--- src/common/p6b_pkg.sv ---
package p6b_pkg;
    localparam int          P6B_DATA_W   = 8;
    localparam int          P6B_ADR_W    = 22;
    // register indices; byte address is four times the index
    localparam logic [19:0] P6B_IDX_DDR  = 20'hEE005;
    localparam logic [19:0] P6B_IDX_DR   = 20'hFFFD5;
    localparam logic [19:0] P6B_IDX_CFG  = 20'hEE006;
    localparam logic [7:0]  P6B_DDR_RST  = 8'h80;
    localparam logic [7:0]  P6B_DR_RST   = 8'h80;
    localparam logic [7:0]  P6B_DDR_READ = 8'hFF;
    localparam logic [7:0]  P6B_FIX_MASK = 8'h80;
    localparam logic [2:0]  P6B_CFG_RST  = 3'h0;
    // configuration register fields
    localparam int          P6B_CFG_STOP = 0;
    localparam int          P6B_CFG_BRLE = 1;
    localparam int          P6B_CFG_WAIT = 2;
    localparam int          P6B_CFG_MODE = 3;
    // pin positions
    localparam int          P6B_PIN_CLK  = 7;
    localparam int          P6B_PIN_BACK = 2;
    localparam int          P6B_PIN_BUS_RELEASE_REQUEST = 1;
    localparam int          P6B_PIN_WAIT = 0;
    localparam int          P6B_SYNC_N   = 3;

    typedef enum logic [1:0] {
        P6B_SEL_DDR,
        P6B_SEL_DR,
        P6B_SEL_CFG,
        P6B_SEL_NONE
    } p6b_sel_t;
endpackage : p6b_pkg

--- src/core/p6b_pin_sync.sv ---
`timescale 1ns/1ns
module p6b_pin_sync #(
    parameter int W = 8
) (
    // clock and reset
    input  wire logic         mclk_in,
    input  wire logic         rst_n_in,
    // raw and filtered levels
    input  wire logic [W-1:0] raw_in,
    output logic      [W-1:0] level_out
);
    import p6b_pkg::*;

    logic [W-1:0] meta_r;
    logic [W-1:0] s2_r;
    logic [W-1:0] s3_r;

    initial begin
        if (W < 1) begin
            $error("p6b_pin_sync: width must be at least one");
        end
    end

    always_ff @(posedge mclk_in or negedge rst_n_in) begin
        if (!rst_n_in) begin
            meta_r <= '0;
            s2_r   <= '0;
            s3_r   <= '0;
        end else begin
            meta_r <= raw_in;
            s2_r   <= meta_r;
            s3_r   <= s2_r;
        end
    end

    // a level counts once the second and third stage agree
    genvar i;
    generate
        for (i = 0; i < W; i++) begin : g_bit
            always_ff @(posedge mclk_in or negedge rst_n_in) begin
                if (!rst_n_in) begin
                    level_out[i] <= 1'b0;
                end else if (s2_r[i] == s3_r[i]) begin
                    level_out[i] <= s3_r[i];
                end
            end
        end
    endgenerate
endmodule : p6b_pin_sync

--- src/core/p6b_port.sv ---
// The Wishbone interface to the registers was decided locally.
`timescale 1ns/1ns
module p6b_port #(
    parameter int ADR_W = p6b_pkg::P6B_ADR_W
) (
    // clock and reset
    input  wire logic             mclk_in,
    input  wire logic             rst_n_in,
    // wishbone slave
    input  wire logic             wb_cyc_in,
    input  wire logic             wb_stb_in,
    input  wire logic             wb_we_in,
    input  wire logic [ADR_W-1:0] wb_adr_in,
    input  wire logic [3:0]       wb_sel_in,
    input  wire logic [31:0]      wb_dat_in,
    output logic      [31:0]      wb_dat_out,
    output logic                  wb_ack_out,
    // system state
    input  wire logic             expanded_mode_in,
    input  wire logic             hw_standby_in,
    input  wire logic             sw_standby_in,
    // bus controller side
    input  wire logic             sys_clock_level_in,
    input  wire logic             low_byte_write_strobe_n_in,
    input  wire logic             high_byte_write_strobe_n_in,
    input  wire logic             read_strobe_n_in,
    input  wire logic             address_strobe_n_in,
    input  wire logic             bus_release_ack_n_in,
    output logic                  bus_release_request_n_out,
    output logic                  wait_request_n_out,
    output logic                  sw_standby_seen_out,
    // port pins
    input  wire logic [7:0]       pin_in,
    output logic      [7:0]       pin_out,
    output logic      [7:0]       pin_oe_out
);
    import p6b_pkg::*;

    logic [7:0] port_six_direction_ctl_r;
    logic [7:0] port_six_output_data_r;
    logic       clock_out_stop_r;
    logic       bus_release_enable_r;
    logic       wait_pin_enable_r;
    logic [7:0] pin_level;
    logic [7:0] pin_out_nxt;
    logic [7:0] pin_oe_nxt;
    logic [7:0] rd_data_nxt;
    logic       ack_nxt;
    logic       wr_en;
    p6b_sel_t   sel;

    initial begin
        if (ADR_W < P6B_ADR_W) begin
            $error("p6b_port: address too narrow for the register map");
        end
    end

    function automatic p6b_sel_t decode(input logic [ADR_W-1:0] adr);
        logic [19:0] idx;
        idx = adr[21:2];
        // anything set above the 22-bit map selects nothing
        if (ADR_W > 22 && (adr >> 22) != '0) begin
            decode = P6B_SEL_NONE;
        end else if (idx == P6B_IDX_DDR) begin
            decode = P6B_SEL_DDR;
        end else if (idx == P6B_IDX_DR) begin
            decode = P6B_SEL_DR;
        end else if (idx == P6B_IDX_CFG) begin
            decode = P6B_SEL_CFG;
        end else begin
            decode = P6B_SEL_NONE;
        end
    endfunction : decode

    // pin levels pass four flip-flops before use
    p6b_pin_sync #(
        .W (8)
    ) u_sync (
        .mclk_in   (mclk_in),
        .rst_n_in  (rst_n_in),
        .raw_in    (pin_in),
        .level_out (pin_level)
    );

    assign sel     = decode(wb_adr_in);
    assign ack_nxt = wb_cyc_in && wb_stb_in && !wb_ack_out;
    assign wr_en   = ack_nxt && wb_we_in && wb_sel_in[0];

    // direction register
    always_ff @(posedge mclk_in or negedge rst_n_in) begin
        if (!rst_n_in) begin
            port_six_direction_ctl_r <= P6B_DDR_RST;
        end else if (hw_standby_in) begin
            port_six_direction_ctl_r <= P6B_DDR_RST;
        end else if (wr_en && sel == P6B_SEL_DDR) begin
            port_six_direction_ctl_r <= wb_dat_in[7:0] | P6B_FIX_MASK;
        end
    end

    // data register
    always_ff @(posedge mclk_in or negedge rst_n_in) begin
        if (!rst_n_in) begin
            port_six_output_data_r <= P6B_DR_RST;
        end else if (hw_standby_in) begin
            port_six_output_data_r <= P6B_DR_RST;
        end else if (wr_en && sel == P6B_SEL_DR) begin
            port_six_output_data_r <= wb_dat_in[7:0] | P6B_FIX_MASK;
        end
    end

    // clock-out stop and bus function enables
    always_ff @(posedge mclk_in or negedge rst_n_in) begin
        if (!rst_n_in) begin
            {wait_pin_enable_r, bus_release_enable_r, clock_out_stop_r} <= P6B_CFG_RST;
        end else if (hw_standby_in) begin
            {wait_pin_enable_r, bus_release_enable_r, clock_out_stop_r} <= P6B_CFG_RST;
        end else if (wr_en && sel == P6B_SEL_CFG) begin
            clock_out_stop_r     <= wb_dat_in[P6B_CFG_STOP];
            bus_release_enable_r <= wb_dat_in[P6B_CFG_BRLE];
            wait_pin_enable_r    <= wb_dat_in[P6B_CFG_WAIT];
        end
    end

    // pin function selection
    always_comb begin
        pin_out_nxt = port_six_output_data_r;
        pin_oe_nxt  = port_six_direction_ctl_r;
        pin_oe_nxt[P6B_PIN_CLK]  = !clock_out_stop_r;
        pin_out_nxt[P6B_PIN_CLK] = sys_clock_level_in;
        if (expanded_mode_in) begin
            pin_oe_nxt[6:3]  = 4'hF;
            pin_out_nxt[6:3] = {low_byte_write_strobe_n_in, high_byte_write_strobe_n_in,
                                read_strobe_n_in, address_strobe_n_in};
            if (bus_release_enable_r) begin
                pin_oe_nxt[P6B_PIN_BACK]  = 1'b1;
                pin_out_nxt[P6B_PIN_BACK] = bus_release_ack_n_in;
                pin_oe_nxt[P6B_PIN_BUS_RELEASE_REQUEST]  = 1'b0;
            end
            if (wait_pin_enable_r) begin
                pin_oe_nxt[P6B_PIN_WAIT] = 1'b0;
            end
        end
    end

    // pins keep their drive in software standby; only hardware standby resets them
    always_ff @(posedge mclk_in or negedge rst_n_in) begin
        if (!rst_n_in) begin
            pin_out_reg_reset: begin
                pin_out    <= P6B_DR_RST;
                pin_oe_out <= 8'h00;
            end
        end else begin
            pin_out    <= pin_out_nxt;
            pin_oe_out <= pin_oe_nxt;
        end
    end

    // bus function inputs seen from the pins
    always_ff @(posedge mclk_in or negedge rst_n_in) begin
        if (!rst_n_in) begin
            bus_release_request_n_out <= 1'b1;
            wait_request_n_out        <= 1'b1;
            sw_standby_seen_out       <= 1'b0;
        end else begin
            bus_release_request_n_out <= !(expanded_mode_in && bus_release_enable_r)
                                         || pin_level[P6B_PIN_BUS_RELEASE_REQUEST];
            wait_request_n_out        <= !(expanded_mode_in && wait_pin_enable_r)
                                         || pin_level[P6B_PIN_WAIT];
            sw_standby_seen_out       <= sw_standby_in;
        end
    end

    // read data
    always_comb begin
        rd_data_nxt = 8'h00;
        case (sel)
            P6B_SEL_DDR: begin
                rd_data_nxt = P6B_DDR_READ;
            end
            P6B_SEL_DR: begin
                for (int i = 0; i < 7; i++) begin
                    rd_data_nxt[i] = port_six_direction_ctl_r[i] ?
                                     port_six_output_data_r[i] : pin_level[i];
                end
                rd_data_nxt[7] = clock_out_stop_r ? pin_level[7] : 1'b1;
            end
            P6B_SEL_CFG: begin
                rd_data_nxt[P6B_CFG_STOP] = clock_out_stop_r;
                rd_data_nxt[P6B_CFG_BRLE] = bus_release_enable_r;
                rd_data_nxt[P6B_CFG_WAIT] = wait_pin_enable_r;
                rd_data_nxt[P6B_CFG_MODE] = expanded_mode_in;
            end
            default: begin
                rd_data_nxt = 8'h00;
            end
        endcase
    end

    // single-wait answer: ack one cycle after the strobe, dropped the next cycle
    always_ff @(posedge mclk_in or negedge rst_n_in) begin
        if (!rst_n_in) begin
            wb_ack_out <= 1'b0;
            wb_dat_out <= 32'h0;
        end else begin
            wb_ack_out <= ack_nxt;
            if (ack_nxt && !wb_we_in) begin
                wb_dat_out <= {24'h000000, rd_data_nxt};
            end
        end
    end
endmodule : p6b_port

--- config.mk ---
export PLATFORM = sky130hd
export DESIGN_NAME = p6b_port
export DESIGN_NICKNAME = d
export VERILOG_FILES = /design/src/common/p6b_pkg.sv /design/src/core/p6b_pin_sync.sv /design/src/core/p6b_port.sv
export SDC_FILE = /design/constraint.sdc
export NUM_CORES = 1
export LEC_CHECK = 0
export ABC_AREA = 1
export BUFFER_PORTS_ARGS = -buffer_cell sky130_fd_sc_hd__buf_2
export CAP_MARGIN = 5
export CORE_UTILIZATION = 40
export DETAILED_ROUTE_END_ITERATION = 16
export PLACE_DENSITY = 0.68
export REMOVE_ABC_BUFFERS = 1
export SLEW_MARGIN = 5
export SYNTH_ARGS = -nofsm -noshare
export SYNTH_HDL_FRONTEND = slang
export SYNTH_SLANG_ARGS = --single-unit
--- constraint.sdc ---
create_clock -name mclk_in -period 1.55 [get_ports mclk_in]
set_clock_uncertainty 0.1 [all_clocks]
set_input_delay 0.31 -clock mclk_in [delete_from_list [all_inputs] [get_ports mclk_in]]
set_output_delay 0.31 -clock mclk_in [all_outputs]
set_load 0.05 [all_outputs]
; ---- Yosys cells after proc, flatten, opt, wreduce, memory -nomap -nowiden
; Index checks and enable logic that the tools add are counted.
[totals]
regBits = 77
latchBits = 0
ram_bits = 0
romBits = 0
in_bits = 80
out_inout_bits = 52
word_cells = 85
mem_count = 0
[classes]
n_addsub = 0
n_mul = 0
n_div = 0
magnitude_cmp = 0
n_eq_ne = 13
shift = 0
n_mux = 28
bitwise = 0
reduce_logical = 21
[op_table]
columns = op, n
row1 = $eq 20x20->1 const B, 3
row2 = $mux 7, 5
row3 = $mux 1, 17
row4 = $pmux 4 s3, 1
row5 = $logic_and 1x1->1, 10
row6 = $eq 1x1->1, 8
row7 = $pmux 4 s2, 1
row8 = $mux 2, 3
row9 = $reduce_bool 2->1, 3
row10 = $logic_not 1->1, 5
row11 = $mux 5, 1
row12 = $eq 2x1->1 const B, 1
row13 = $eq 2x2->1 const B, 1
row14 = $logic_not 2->1, 1
row15 = $logic_or 1x1->1, 2

; ---- Logic depth before layout (Yosys ltp)
; Gate-level depths: netlist of run 1.
[logic_depth]
ltp_word = 8
mapped_depth = 9
mapped_depth_nobuf = 9

; ---- By module
; From an unflattened synthesis of run 1, not the netlist that was laid out.
[hier_totals]
cells_unflattened = 331
area_unflattened_um2 = 3269.4
[by_module_without_submodules]
columns = module, instances, cells_each, area_per_inst_um2, seq_area_each_um2
row1 = p6b_port, 1, 267, 2338.5, 1129.8
row2 = p6b_pin_sync, 1, 64, 930.9, 800.8

; ---- Worst setup path after synthesis of run 1
; Ideal clock, no wire load.
[synth_timing]
path_kind = register to register
startpoint = register wb_ack_out
endpoint = register port_six_direction_ctl_r[0]
setup_time_ps = 123
arrival_ps = 1421
required_ps = 1327
setup_slack_ps = -94
stages_incl_launch_ff = 7
n_path_buf = 1
synth_period_minus_slack_ps = 1644
path_cell_list = dfrtp_1 > nand3b_4 > nor2_4 > nand4_1 > buf_2 > nand3_1 > o21ai_1
[synth_via]
elab_chain_len = 6
[synth_rtl]
columns = item, line
row1 = from (decl), p6b_port.sv:17  ; output logic wb_ack_out,
row2 = from (signal assigned), p6b_port.sv:205  ; wb_ack_out <= ack_nxt;
row3 = $logic_not 1->1, p6b_port.sv:86  ; assign ack_nxt = wb_cyc_in && wb_stb_in && !wb_ack_out;
row4 = $logic_and 1x1->1, p6b_port.sv:86
row5 = $logic_and 1x1->1 (2 in a row), p6b_port.sv:87  ; assign wr_en = ack_nxt && wb_we_in && wb_sel_in[0];
row6 = $logic_and 1x1->1, p6b_port.sv:95  ; end else if (wr_en && sel == P6B_SEL_DDR) begin
row7 = $reduce_bool 2->1 (no line), --
row8 = to (signal assigned), p6b_port.sv:96  ; port_six_direction_ctl_r <= wb_dat_in[7:0] | P6B_FIX_MASK;
row9 = to (decl), p6b_port.sv:39  ; logic [7:0] port_six_direction_ctl_r;
; No other way between the ends.
; A chain may end at the register's enable or synchronous reset.

; ---- Worst setup path after layout of run 1
[layout_timing]
startpoint = register bus_release_request_n_out
endpoint = output bus_release_request_n_out
[layout_rtl]
columns = item, line
row1 = from (decl), p6b_port.sv:29  ; output logic bus_release_request_n_out,
row2 = from (signal assigned), p6b_port.sv:165  ; bus_release_request_n_out <= !(expanded_mode_in && bus_release_enable_r)
; No word-level cell between the ends.

==> impl_metrics.py, run 1 <==
metrics = {
    "status": {
        "status": "completed",
    },
    "finish": {
        "final_cell_mix": "nand2_1 (75), dfrtp_1 (74), buf_2 (73)",
        "stdcell_area_mm2": 0.004061,
        "antenna_cells": 0,
        "stdcell_count": 537,
        "final_layout_size_suffix_gt1_frac": 0.2805,
        "layout_commonest_cell": "nand2_1",
        "post-route-util": 0.5256,
        "nets": 510,
        "syn_to_final_growth_pct": 26.60,
    },
    "setup_path": {
        "ff2ff_path_depth": 5,
        "crit_buf_inv": 1,
        "timing.rr.end": "clock_out_stop_r",
        "crit_required_ns": 1.14,
        "crit_slowest_cell": "dfstp_2",
        "critPathMaxFanout": 1,
        "max_stage_delay_ns": 0.52,
        "rr_startpoint": "wb_ack_out",
        "critPathLaunchType": "flip-flop",
        "cpLargestDelayFamily": "flip-flops",
        "path_cells": "clkbuf_4",
        "timing.reg2reg.setup_slack_ns": 0.15,
        "arrival_ns": 1.08,
        "end_kind": "primary output",
        "crit_type": "flip-flop to primary output",
    },
    "place": {
        "dp_cells": 510,
        "port-buffer-count": 77,
        "gp_congestion": 0.8543,
        "dp_hpwl_um": 4714,
        "place_ws_ns": -0.05074,
        "place_area_mm2": 0.003705,
    },
    "power_and_ir_drop": {
        "p_int_mw": 3.281,
        "clkPwrFrac": 0.412,
        "sw_frac_of_total": 0.2488,
        "p_leak_nw": 2.163,
        "ir_worst_vdd_mv": 0.6022,
        "switchingPower_mw": 1.087,
        "power-per-cell-area_mw_per_mm2": 1075,
        "share_comb_of_total_power": 0.107,
        "power.total_mw": 4.368,
        "seq_power_share": 0.481,
    },
    "yosys": {
        "synth_top_area_share": 0.5772,
        "yosys-top-cells-area": "dfrtp_1 (58%), nand2_1 (8.8%), nand3_1 (6.1%)",
        "yosys.area.top_type": "dfrtp_1",
        "seq_area_frac_synth": 0.6018,
        "syn_area_mm2": 0.003208,
        "syn_inst": 327,
        "syn_area_per_cell_um2": 9.811,
        "synth-seq-cells": 77,
        "synth_cell_types": 28,
        "synth_warnings": 0,
    },
    "global_route": {
        "antenna_found_initial": 0,
        "overflow": 0,
        "grt_first_pass_wirelength_um": 10840,
        "grt_pass1_vias": 2404,
        "grt_max_degree": 41,
        "grt.total_usage": 0.1685,
    },
    "min_path": {
        "hold_path.class": "input pin to flip-flop",
        "holdPathStages": 3,
        "min_from": "bus_release_ack_n_in",
        "hold_end": "pin_out[2]",
    },
    "die": {
        "placeableCoreArea_mm2": 0.007727,
        "rows": 32,
        "die_area_mm2": 0.008382,
        "fp.dieW_um": 91.56,
        "die_h_um": 91.56,
        "pin_count": 132,
        "start_util": 0.4152,
    },
    "timing": {
        "hold-worst-slack_ns": 0.07214,
        "rsz0062_at_grt": "false",
        "finalSetupTns_ns": 0,
        "slew_viol_final": 0,
        "hold_violations": 0,
        "setup_ws_ns": 0.06091,
        "period_minus_slack_ns": 1.489,
        "max_freq_ghz": 0.6715,
        "fin_crit_sh": 0.9607,
        "setup_viol": 0,
    },
    "clock_network": {
        "clock_path_buffers": 2,
        "clk_pin_slew_ns": 0.08,
        "clockRootBuffer": "clkbuf_8",
        "cts_tree": "yes",
        "clock_latency_ns": 0.35,
        "htree_num_levels": 3,
        "cts-buffers-inserted": 9,
        "cts.sinks": 77,
    },
    "detailed_routing": {
        "routed_wl_um": 6469,
        "vias": 2440,
        "wl_per_cell_um": 12.05,
        "drt_pre_antenna_iters": 4,
        "ant_nets": 0,
        "via_per_inst": 4.544,
        "route.detailed.drc": 0,
        "first_iter_violations": 185,
    },
    "flow_run": {
        "maxCapViolCount": 0,
    },
}
-- cell usage after synthesis (all sizes together) --
cell type and count:
dfrtp 74, nand3b 1, mux2 1, buf 27
o21ai 16, maj3 8, nor2 30, clkbuf 1
and2 1, or2 6, nand3 40, dfstp 3
nand4 12, inv 28, a21boi 1, nand2 77
conb 1
-- registers in the layout (all words and copies together), names as in the netlist --
name                       flops
sw_standby_seen_out            1
wait_request_n_out             1
bus_release_request_n_out      1
port_six_output_data_r         7
u_sync.s3_r                    8
port_six_direction_ctl_r       7
pin_oe_out                     8
pin_out                        8
wb_dat_out                     8
clock_out_stop_r               1
u_sync.meta_r                  8
u_sync.level_out               8
wait_pin_enable_r              1
u_sync.s2_r                    8
wb_ack_out                     1
bus_release_enable_r           1
-- per-layer routing --
| layer | vias to the layer above | part of all wire | GRT usage |
|---|---|---|---|
| met1 | 1146 | 0.43 | 0.2070 |
| met5 | - | 0 | 0 |
| met3 | 10 | 0.074 | 0.05528 |
| li1 | 1205 | - | - |
| met2 | 79 | 0.48 | 0.2713 |
| met4 | 0 | 0.014 | 0.07143 |
-- kinds of logic after synthesis --
| logic type | count (synthesis) | synth area share |
|---|---|---|
| other cells | 1 | 0.001169 |
| mux | 1 | 0.003510 |
| simple gates | 167 | 0.2469 |
| buf+inv | 56 | 0.09438 |
| compound gates | 17 | 0.02730 |
| fa+ha+maj | 8 | 0.02496 |
| flops | 77 | 0.6018 |
-- power by group through the flow --
stage,registers [mW],clock network (mW),logic (mW)
6_report,2.10,1.80,0.466
3_5_place_dp,2.14,0,0.448
3_3_place_gp,2.14,0,0.441
5_1_grt,2.11,1.93,0.509
4_1_cts,2.10,1.84,0.469
2_1_floorplan,2.19,0,0.221
-- worst max-delay path by stage --
stage / from / to / slack (ns) / cells after the start
after floorplan: wb_ack_out / port_six_direction_ctl_r[3] / -0.23 / 6
after global placement: wb_adr_in[11] / port_six_direction_ctl_r[4] / -0.002 / 9
after detailed placement: wb_adr_in[11] / port_six_direction_ctl_r[5] / -0.05 / 9
after CTS: bus_release_request_n_out / bus_release_request_n_out / 0.003 / 1
after global routing: wb_ack_out / clock_out_stop_r / 0.009 / 5
final: bus_release_request_n_out / bus_release_request_n_out / 0.06 / 1
-- cell type report --
class                           instances  area, µm²
Sequential cell                        77       1931
Timing Repair Buffer                   97      598.1
Clock buffer                           10      127.6
Fill cell                             712       3666
Multi-Input combinational cell        217       1061
Tap cell                              102      127.6
Clock inverter                          6      111.4
Inverter                               28      105.1
-- timing repair --
action / in CTS / in global routing
buffers inserted: 0 / 0
setup endpoints to repair: 0 / 4
gates resized for setup: 0 / 4
hold buffers: 11 / 0
hold endpoints to repair: 84 / 0
(Power assumes the default switching activity.)
==> run 2, diff against run 1 <==
--- a/config.mk
+++ b/config.mk
@@ -10,7 +10,7 @@
 export CAP_MARGIN = 5
 export CORE_UTILIZATION = 40
 export DETAILED_ROUTE_END_ITERATION = 16
-export PLACE_DENSITY = 0.68
+export PLACE_DENSITY = 0.74
 export REMOVE_ABC_BUFFERS = 1
 export SLEW_MARGIN = 5
 export SYNTH_ARGS = -nofsm -noshare
==> run 2 against run 1 <==
Sequential share of layout area increased by 0.25 points. Critical endpoint is now pin_out[7]. Die area unchanged. Clock-buffer cell count increased by 2. Sequential power about the same. Final cell count increased by 0.19%. Combinational power about the same. Utilization decreased by 0.28 points. Via count increased by 1.4%.
==> impl_metrics.py, run 2 (same netlist as run 1, synthesis figures left out) <==
metrics = {
    "die": {
        "placeableCoreArea_mm2": 0.007727,
        "fp.dieW_um": 91.56,
        "die_area_mm2": 0.008382,
        "pin_count": 132,
        "rows": 32,
        "start_util": 0.4152,
        "die_h_um": 91.56,
    },
    "clock_network": {
        "htree_num_levels": 3,
        "clockRootBuffer": "clkbuf_8",
        "post_cts_buffers": 0,
        "clock_latency_ns": 0.34,
        "clock_path_buffers": 2,
        "clk_pin_slew_ns": 0.07,
        "cts-buffers-inserted": 9,
        "cts_tree": "yes",
        "cts.sinks": 77,
    },
    "global_route": {
        "grt_use_met3": 0.03601,
        "grt_first_pass_wirelength_um": 11030,
        "grt_pass1_vias": 2393,
        "grt_util_met2": 0.2738,
        "overflow": 0,
        "grt.total_usage": 0.1703,
        "use_met1": 0.2149,
        "antenna_found_initial": 0,
        "grt_max_degree": 32,
        "busiest_layer": "met2",
    },
    "power_and_ir_drop": {
        "power.total_mw": 4.234,
        "switchingPower_mw": 1.037,
        "ir_worst_vdd_mv": 0.5531,
        "p_leak_nw": 2.164,
        "p_int_mw": 3.197,
        "power-per-cell-area_mw_per_mm2": 1048,
        "share_comb_of_total_power": 0.110,
        "clkPwrFrac": 0.393,
        "seq_power_share": 0.497,
        "sw_frac_of_total": 0.2450,
    },
    "timing": {
        "slew_viol_final": 0,
        "setup_ws_ns": 0.03451,
        "max_freq_ghz": 0.6599,
        "rsz0062_at_grt": "false",
        "fin_crit_sh": 0.9777,
        "hold-worst-slack_ns": 0.06439,
        "period_minus_slack_ns": 1.515,
        "hold_violations": 0,
        "setup_viol": 0,
    },
    "detailed_routing": {
        "vias": 2475,
        "route.detailed.drc": 0,
        "wl_per_cell_um": 12.07,
        "ant_nets": 0,
        "drt_pre_antenna_iters": 4,
        "first_iter_violations": 125,
        "routed_wl_um": 6494,
        "via_per_inst": 4.600,
    },
    "setup_path": {
        "end_kind": "primary output",
        "arrival_ns": 1.11,
        "timing.reg2reg.setup_slack_ns": 0.15,
        "rr_startpoint": "wb_ack_out",
        "path_cells": "buf_2",
        "timing.rr.end": "port_six_direction_ctl_r[4]",
        "ff2ff_path_depth": 7,
        "crit_type": "flip-flop to primary output",
        "crit_required_ns": 1.14,
        "critPathLaunchType": "flip-flop",
        "crit_buf_inv": 1,
        "max_stage_delay_ns": 0.52,
        "critPathMaxFanout": 1,
        "cpLargestDelayFamily": "flip-flops",
        "crit_slowest_cell": "dfstp_2",
    },
    "status": {
        "status": "completed",
    },
    "place": {
        "place_ws_ns": -0.03613,
        "gp_congestion": 0.8649,
        "dp_hpwl_um": 4736,
        "place_area_mm2": 0.003700,
        "port-buffer-count": 77,
        "dp_cells": 511,
    },
    "flow_run": {
        "maxCapViolCount": 0,
    },
    "finish": {
        "stdcell_count": 538,
        "antenna_cells": 0,
        "syn_to_final_growth_pct": 25.94,
        "fill_cells": 716,
        "nets": 511,
        "stdcell_area_mm2": 0.004040,
        "final_layout_size_suffix_gt1_frac": 0.2798,
        "layout_commonest_cell": "nand2_1",
        "final_cell_mix": "nand2_1 (75), dfrtp_1 (74), buf_2 (74)",
    },
    "min_path": {
        "holdPathStages": 3,
        "min_from": "bus_release_ack_n_in",
        "hold_end": "pin_out[2]",
        "hold_path.class": "input pin to flip-flop",
    },
}
## run 2: power by group through the flow
stage | Combinational, mW | Sequential (mW) | Clock (mW)
final | 0.464 | 2.10 | 1.67
after detailed placement | 0.445 | 2.14 | 0
after floorplan | 0.221 | 2.19 | 0
after CTS | 0.467 | 2.11 | 1.72
after global routing | 0.508 | 2.11 | 1.79
after global placement | 0.438 | 2.14 | 0
## run 2: what timing repair did
action                                  4_1_cts  5_1_grt
gates resized for setup                       0        2
endpoints found under the setup margin        0        2
hold buffers                                 11        0
hold endpoints to repair                     26        0
## run 2: cell type report
class	count	area (µm²)	share of cell area
clock buffer	12	155.1	0.03840
clock inverter	4	70.07	0.01734
inverter	28	105.1	0.02601
multi-input combinational	217	1061	0.2626
sequential	77	1931	0.4779
tap	102	127.6	0.03159
timing repair buffer	98	590.6	0.1462
## run 2: metal layers
metal | share of wire | vias up
li1 | - | 1212
met4 | 0.012 | 0
met3 | 0.073 | 9
met2 | 0.47 | 94
met1 | 0.44 | 1160
met5 | 0 | -
## run 2: worst max-delay path by stage
stage,start,endpoint,slack (ns),depth (start not counted)
after floorplan,wb_ack_out,port_six_direction_ctl_r[3],-0.23,6
after CTS,bus_release_request_n_out,bus_release_request_n_out,0.006,1
final,pin_out[7],pin_out[7],0.03,1
after global placement,wb_adr_in[11],port_six_direction_ctl_r[5],0.004,9
after detailed placement,wb_adr_in[3],wb_dat_out[2],-0.04,11
after global routing,pin_out[7],pin_out[7],0.002,1
## run 2: through the flow
step	utilization	TNS, ns
6_report	0.5228	0
5_1_grt	0.5228	0
4_1_cts	0.5222	0
3_5_place_dp	0.4788	-0.1087
3_3_place_gp	0.4788	0
2_1_floorplan	-	-1.682
## run 2: worst register-to-register path, stage by stage, from the launching register on
cell	delay [ns]
dfrtp_1	0.38
nand3b_4	0.18
nor2_4	0.13
nand4_1	0.11
buf_4	0.19
inv_1	0.12
nand2_1	0.07
nand2_1	0.06
==> run 3, diff against run 2 <==
--- a/config.mk
+++ b/config.mk
@@ -8,9 +8,9 @@
 export ABC_AREA = 1
 export BUFFER_PORTS_ARGS = -buffer_cell sky130_fd_sc_hd__buf_2
 export CAP_MARGIN = 5
-export CORE_UTILIZATION = 40
+export CORE_UTILIZATION = 48
 export DETAILED_ROUTE_END_ITERATION = 16
-export PLACE_DENSITY = 0.74
+export PLACE_DENSITY = 0.86
 export REMOVE_ABC_BUFFERS = 1
 export SLEW_MARGIN = 5
 export SYNTH_ARGS = -nofsm -noshare
==> run 3 against run 2 <==
Wire length rose by 1.5%. Via count is 2.0% higher. Worst setup slack improved by 0.0049 ns. Clock-buffer cell count unchanged. Hold slack about the same. Critical path depth did not move. Utilization rose by 11 points. Largest cell class unchanged. Sequential power hardly changed. Critical endpoint unchanged.
==> impl_metrics.py, run 3 (same netlist as run 1, synthesis figures left out) <==
metrics = {
    "global_route": {
        "grt_max_degree": 35,
        "grt_util_met2": 0.3429,
        "antenna_found_initial": 0,
        "busiest_layer": "met2",
        "grt_use_met3": 0.05242,
        "overflow": 0,
        "grt.total_usage": 0.2051,
        "use_met1": 0.2476,
        "grt_first_pass_wirelength_um": 11090,
        "grt_pass1_vias": 2490,
    },
    "clock_network": {
        "clockRootBuffer": "clkbuf_8",
        "post_cts_buffers": 0,
        "clock_path_buffers": 2,
        "cts-buffers-inserted": 9,
        "clk_pin_slew_ns": 0.07,
        "htree_num_levels": 3,
        "cts_tree": "yes",
        "clock_latency_ns": 0.34,
        "cts.sinks": 77,
    },
    "die": {
        "placeableCoreArea_mm2": 0.006386,
        "start_util": 0.5024,
        "rows": 29,
        "die_area_mm2": 0.007014,
        "pin_count": 132,
        "die_h_um": 83.75,
        "fp.dieW_um": 83.75,
    },
    "min_path": {
        "hold_path.class": "input pin to flip-flop",
    },
    "power_and_ir_drop": {
        "power-per-cell-area_mw_per_mm2": 1083,
        "p_leak_nw": 2.167,
        "ir_worst_vdd_mv": 0.9726,
    },
    "finish": {
        "syn_to_final_growth_pct": 25.43,
        "final_cell_mix": "nand2_1 (75), dfrtp_1 (74), buf_2 (74)",
        "nets": 511,
        "fill_cells": 517,
        "layout_commonest_cell": "nand2_1",
        "antenna_cells": 0,
        "final_layout_size_suffix_gt1_frac": 0.2798,
        "stdcell_count": 513,
        "post-route-util": 0.6301,
    },
    "timing": {
        "slew_viol_final": 0,
        "setup_ws_ns": 0.03941,
        "fin_crit_sh": 0.9746,
        "max_freq_ghz": 0.6620,
        "period_minus_slack_ns": 1.511,
        "setup_viol": 0,
        "rsz0062_at_grt": "false",
        "hold_violations": 0,
    },
    "setup_path": {
        "max_stage_delay_ns": 0.51,
        "end_kind": "primary output",
        "crit_type": "flip-flop to primary output",
        "critPathLaunchType": "flip-flop",
        "crit_required_ns": 1.14,
        "path_cells": "buf_2",
        "arrival_ns": 1.10,
        "critPathMaxFanout": 1,
        "crit_buf_inv": 1,
        "cpLargestDelayFamily": "flip-flops",
        "crit_slowest_cell": "dfstp_2",
    },
    "detailed_routing": {
        "first_iter_violations": 183,
        "vias": 2524,
        "route.detailed.drc": 0,
        "via_per_inst": 4.920,
        "wl_per_cell_um": 12.85,
        "ant_nets": 0,
        "routed_wl_um": 6591,
        "drt_pre_antenna_iters": 4,
    },
    "status": {
        "status": "completed",
    },
    "place": {
        "gp_congestion": 0.8984,
        "port-buffer-count": 77,
        "dp_cells": 486,
        "place_ws_ns": -0.06564,
        "dp_hpwl_um": 4731,
    },
    "flow_run": {
        "maxCapViolCount": 0,
    },
}
## run 3: stage by stage
stage	total power [mW]	hold slack, ns	cell area (µm²)	TNS, ns
after global placement	2.575	0.1787	3669	0
after detailed placement	2.589	0.1822	3669	-0.4439
after floorplan	2.411	-0.08559	3097	-1.682
final	4.357	0.06476	4024	0
after global routing	4.528	0.06752	4024	0
after CTS	4.389	0.06313	4019	0
## run 3: worst paths after layout
check	from	endpoint	slack [ns]	cells after the start
max in group asynchronous	rst_n_in	u_sync.s3_r[0]	0.45	3
max reg2reg	wb_ack_out	port_six_direction_ctl_r[3]	0.17	7
min in group asynchronous	rst_n_in	u_sync.meta_r[4]	0.34	2
min	bus_release_ack_n_in	pin_out[2]	0.06	3
max	pin_out[7]	pin_out[7]	0.04	1
min reg2reg	u_sync.meta_r[2]	u_sync.s2_r[2]	0.24	0
## run 3: cell type report
class | count | area, µm² | share of cell area
clock buffer | 12 | 145.1 | 0.03607
inverter | 28 | 105.1 | 0.02612
sequential | 77 | 1931 | 0.4798
tap | 77 | 96.34 | 0.02394
timing repair buffer | 98 | 590.6 | 0.1468
multi-input combinational | 217 | 1061 | 0.2637
clock inverter | 4 | 95.09 | 0.02363
## run 3: timing repair
item,in CTS,in global routing
gates resized for setup,0,3
hold buffers,11,0
setup endpoints to repair,0,3
hold endpoints to repair,38,0
## run 3: power breakdown
part | leakage, nW | internal, mW | switching, mW
clock | 0.121 | 1.11 | 0.674
combinational | 1.08 | 0.130 | 0.335
sequential | 0.970 | 2.08 | 0.0290
## run 3: layer usage
layer / up-vias / share of wire
li1: 1210 / -
met2: 108 / 0.48
met5: - / 0
met1: 1187 / 0.41
met3: 19 / 0.073
met4: 0 / 0.028
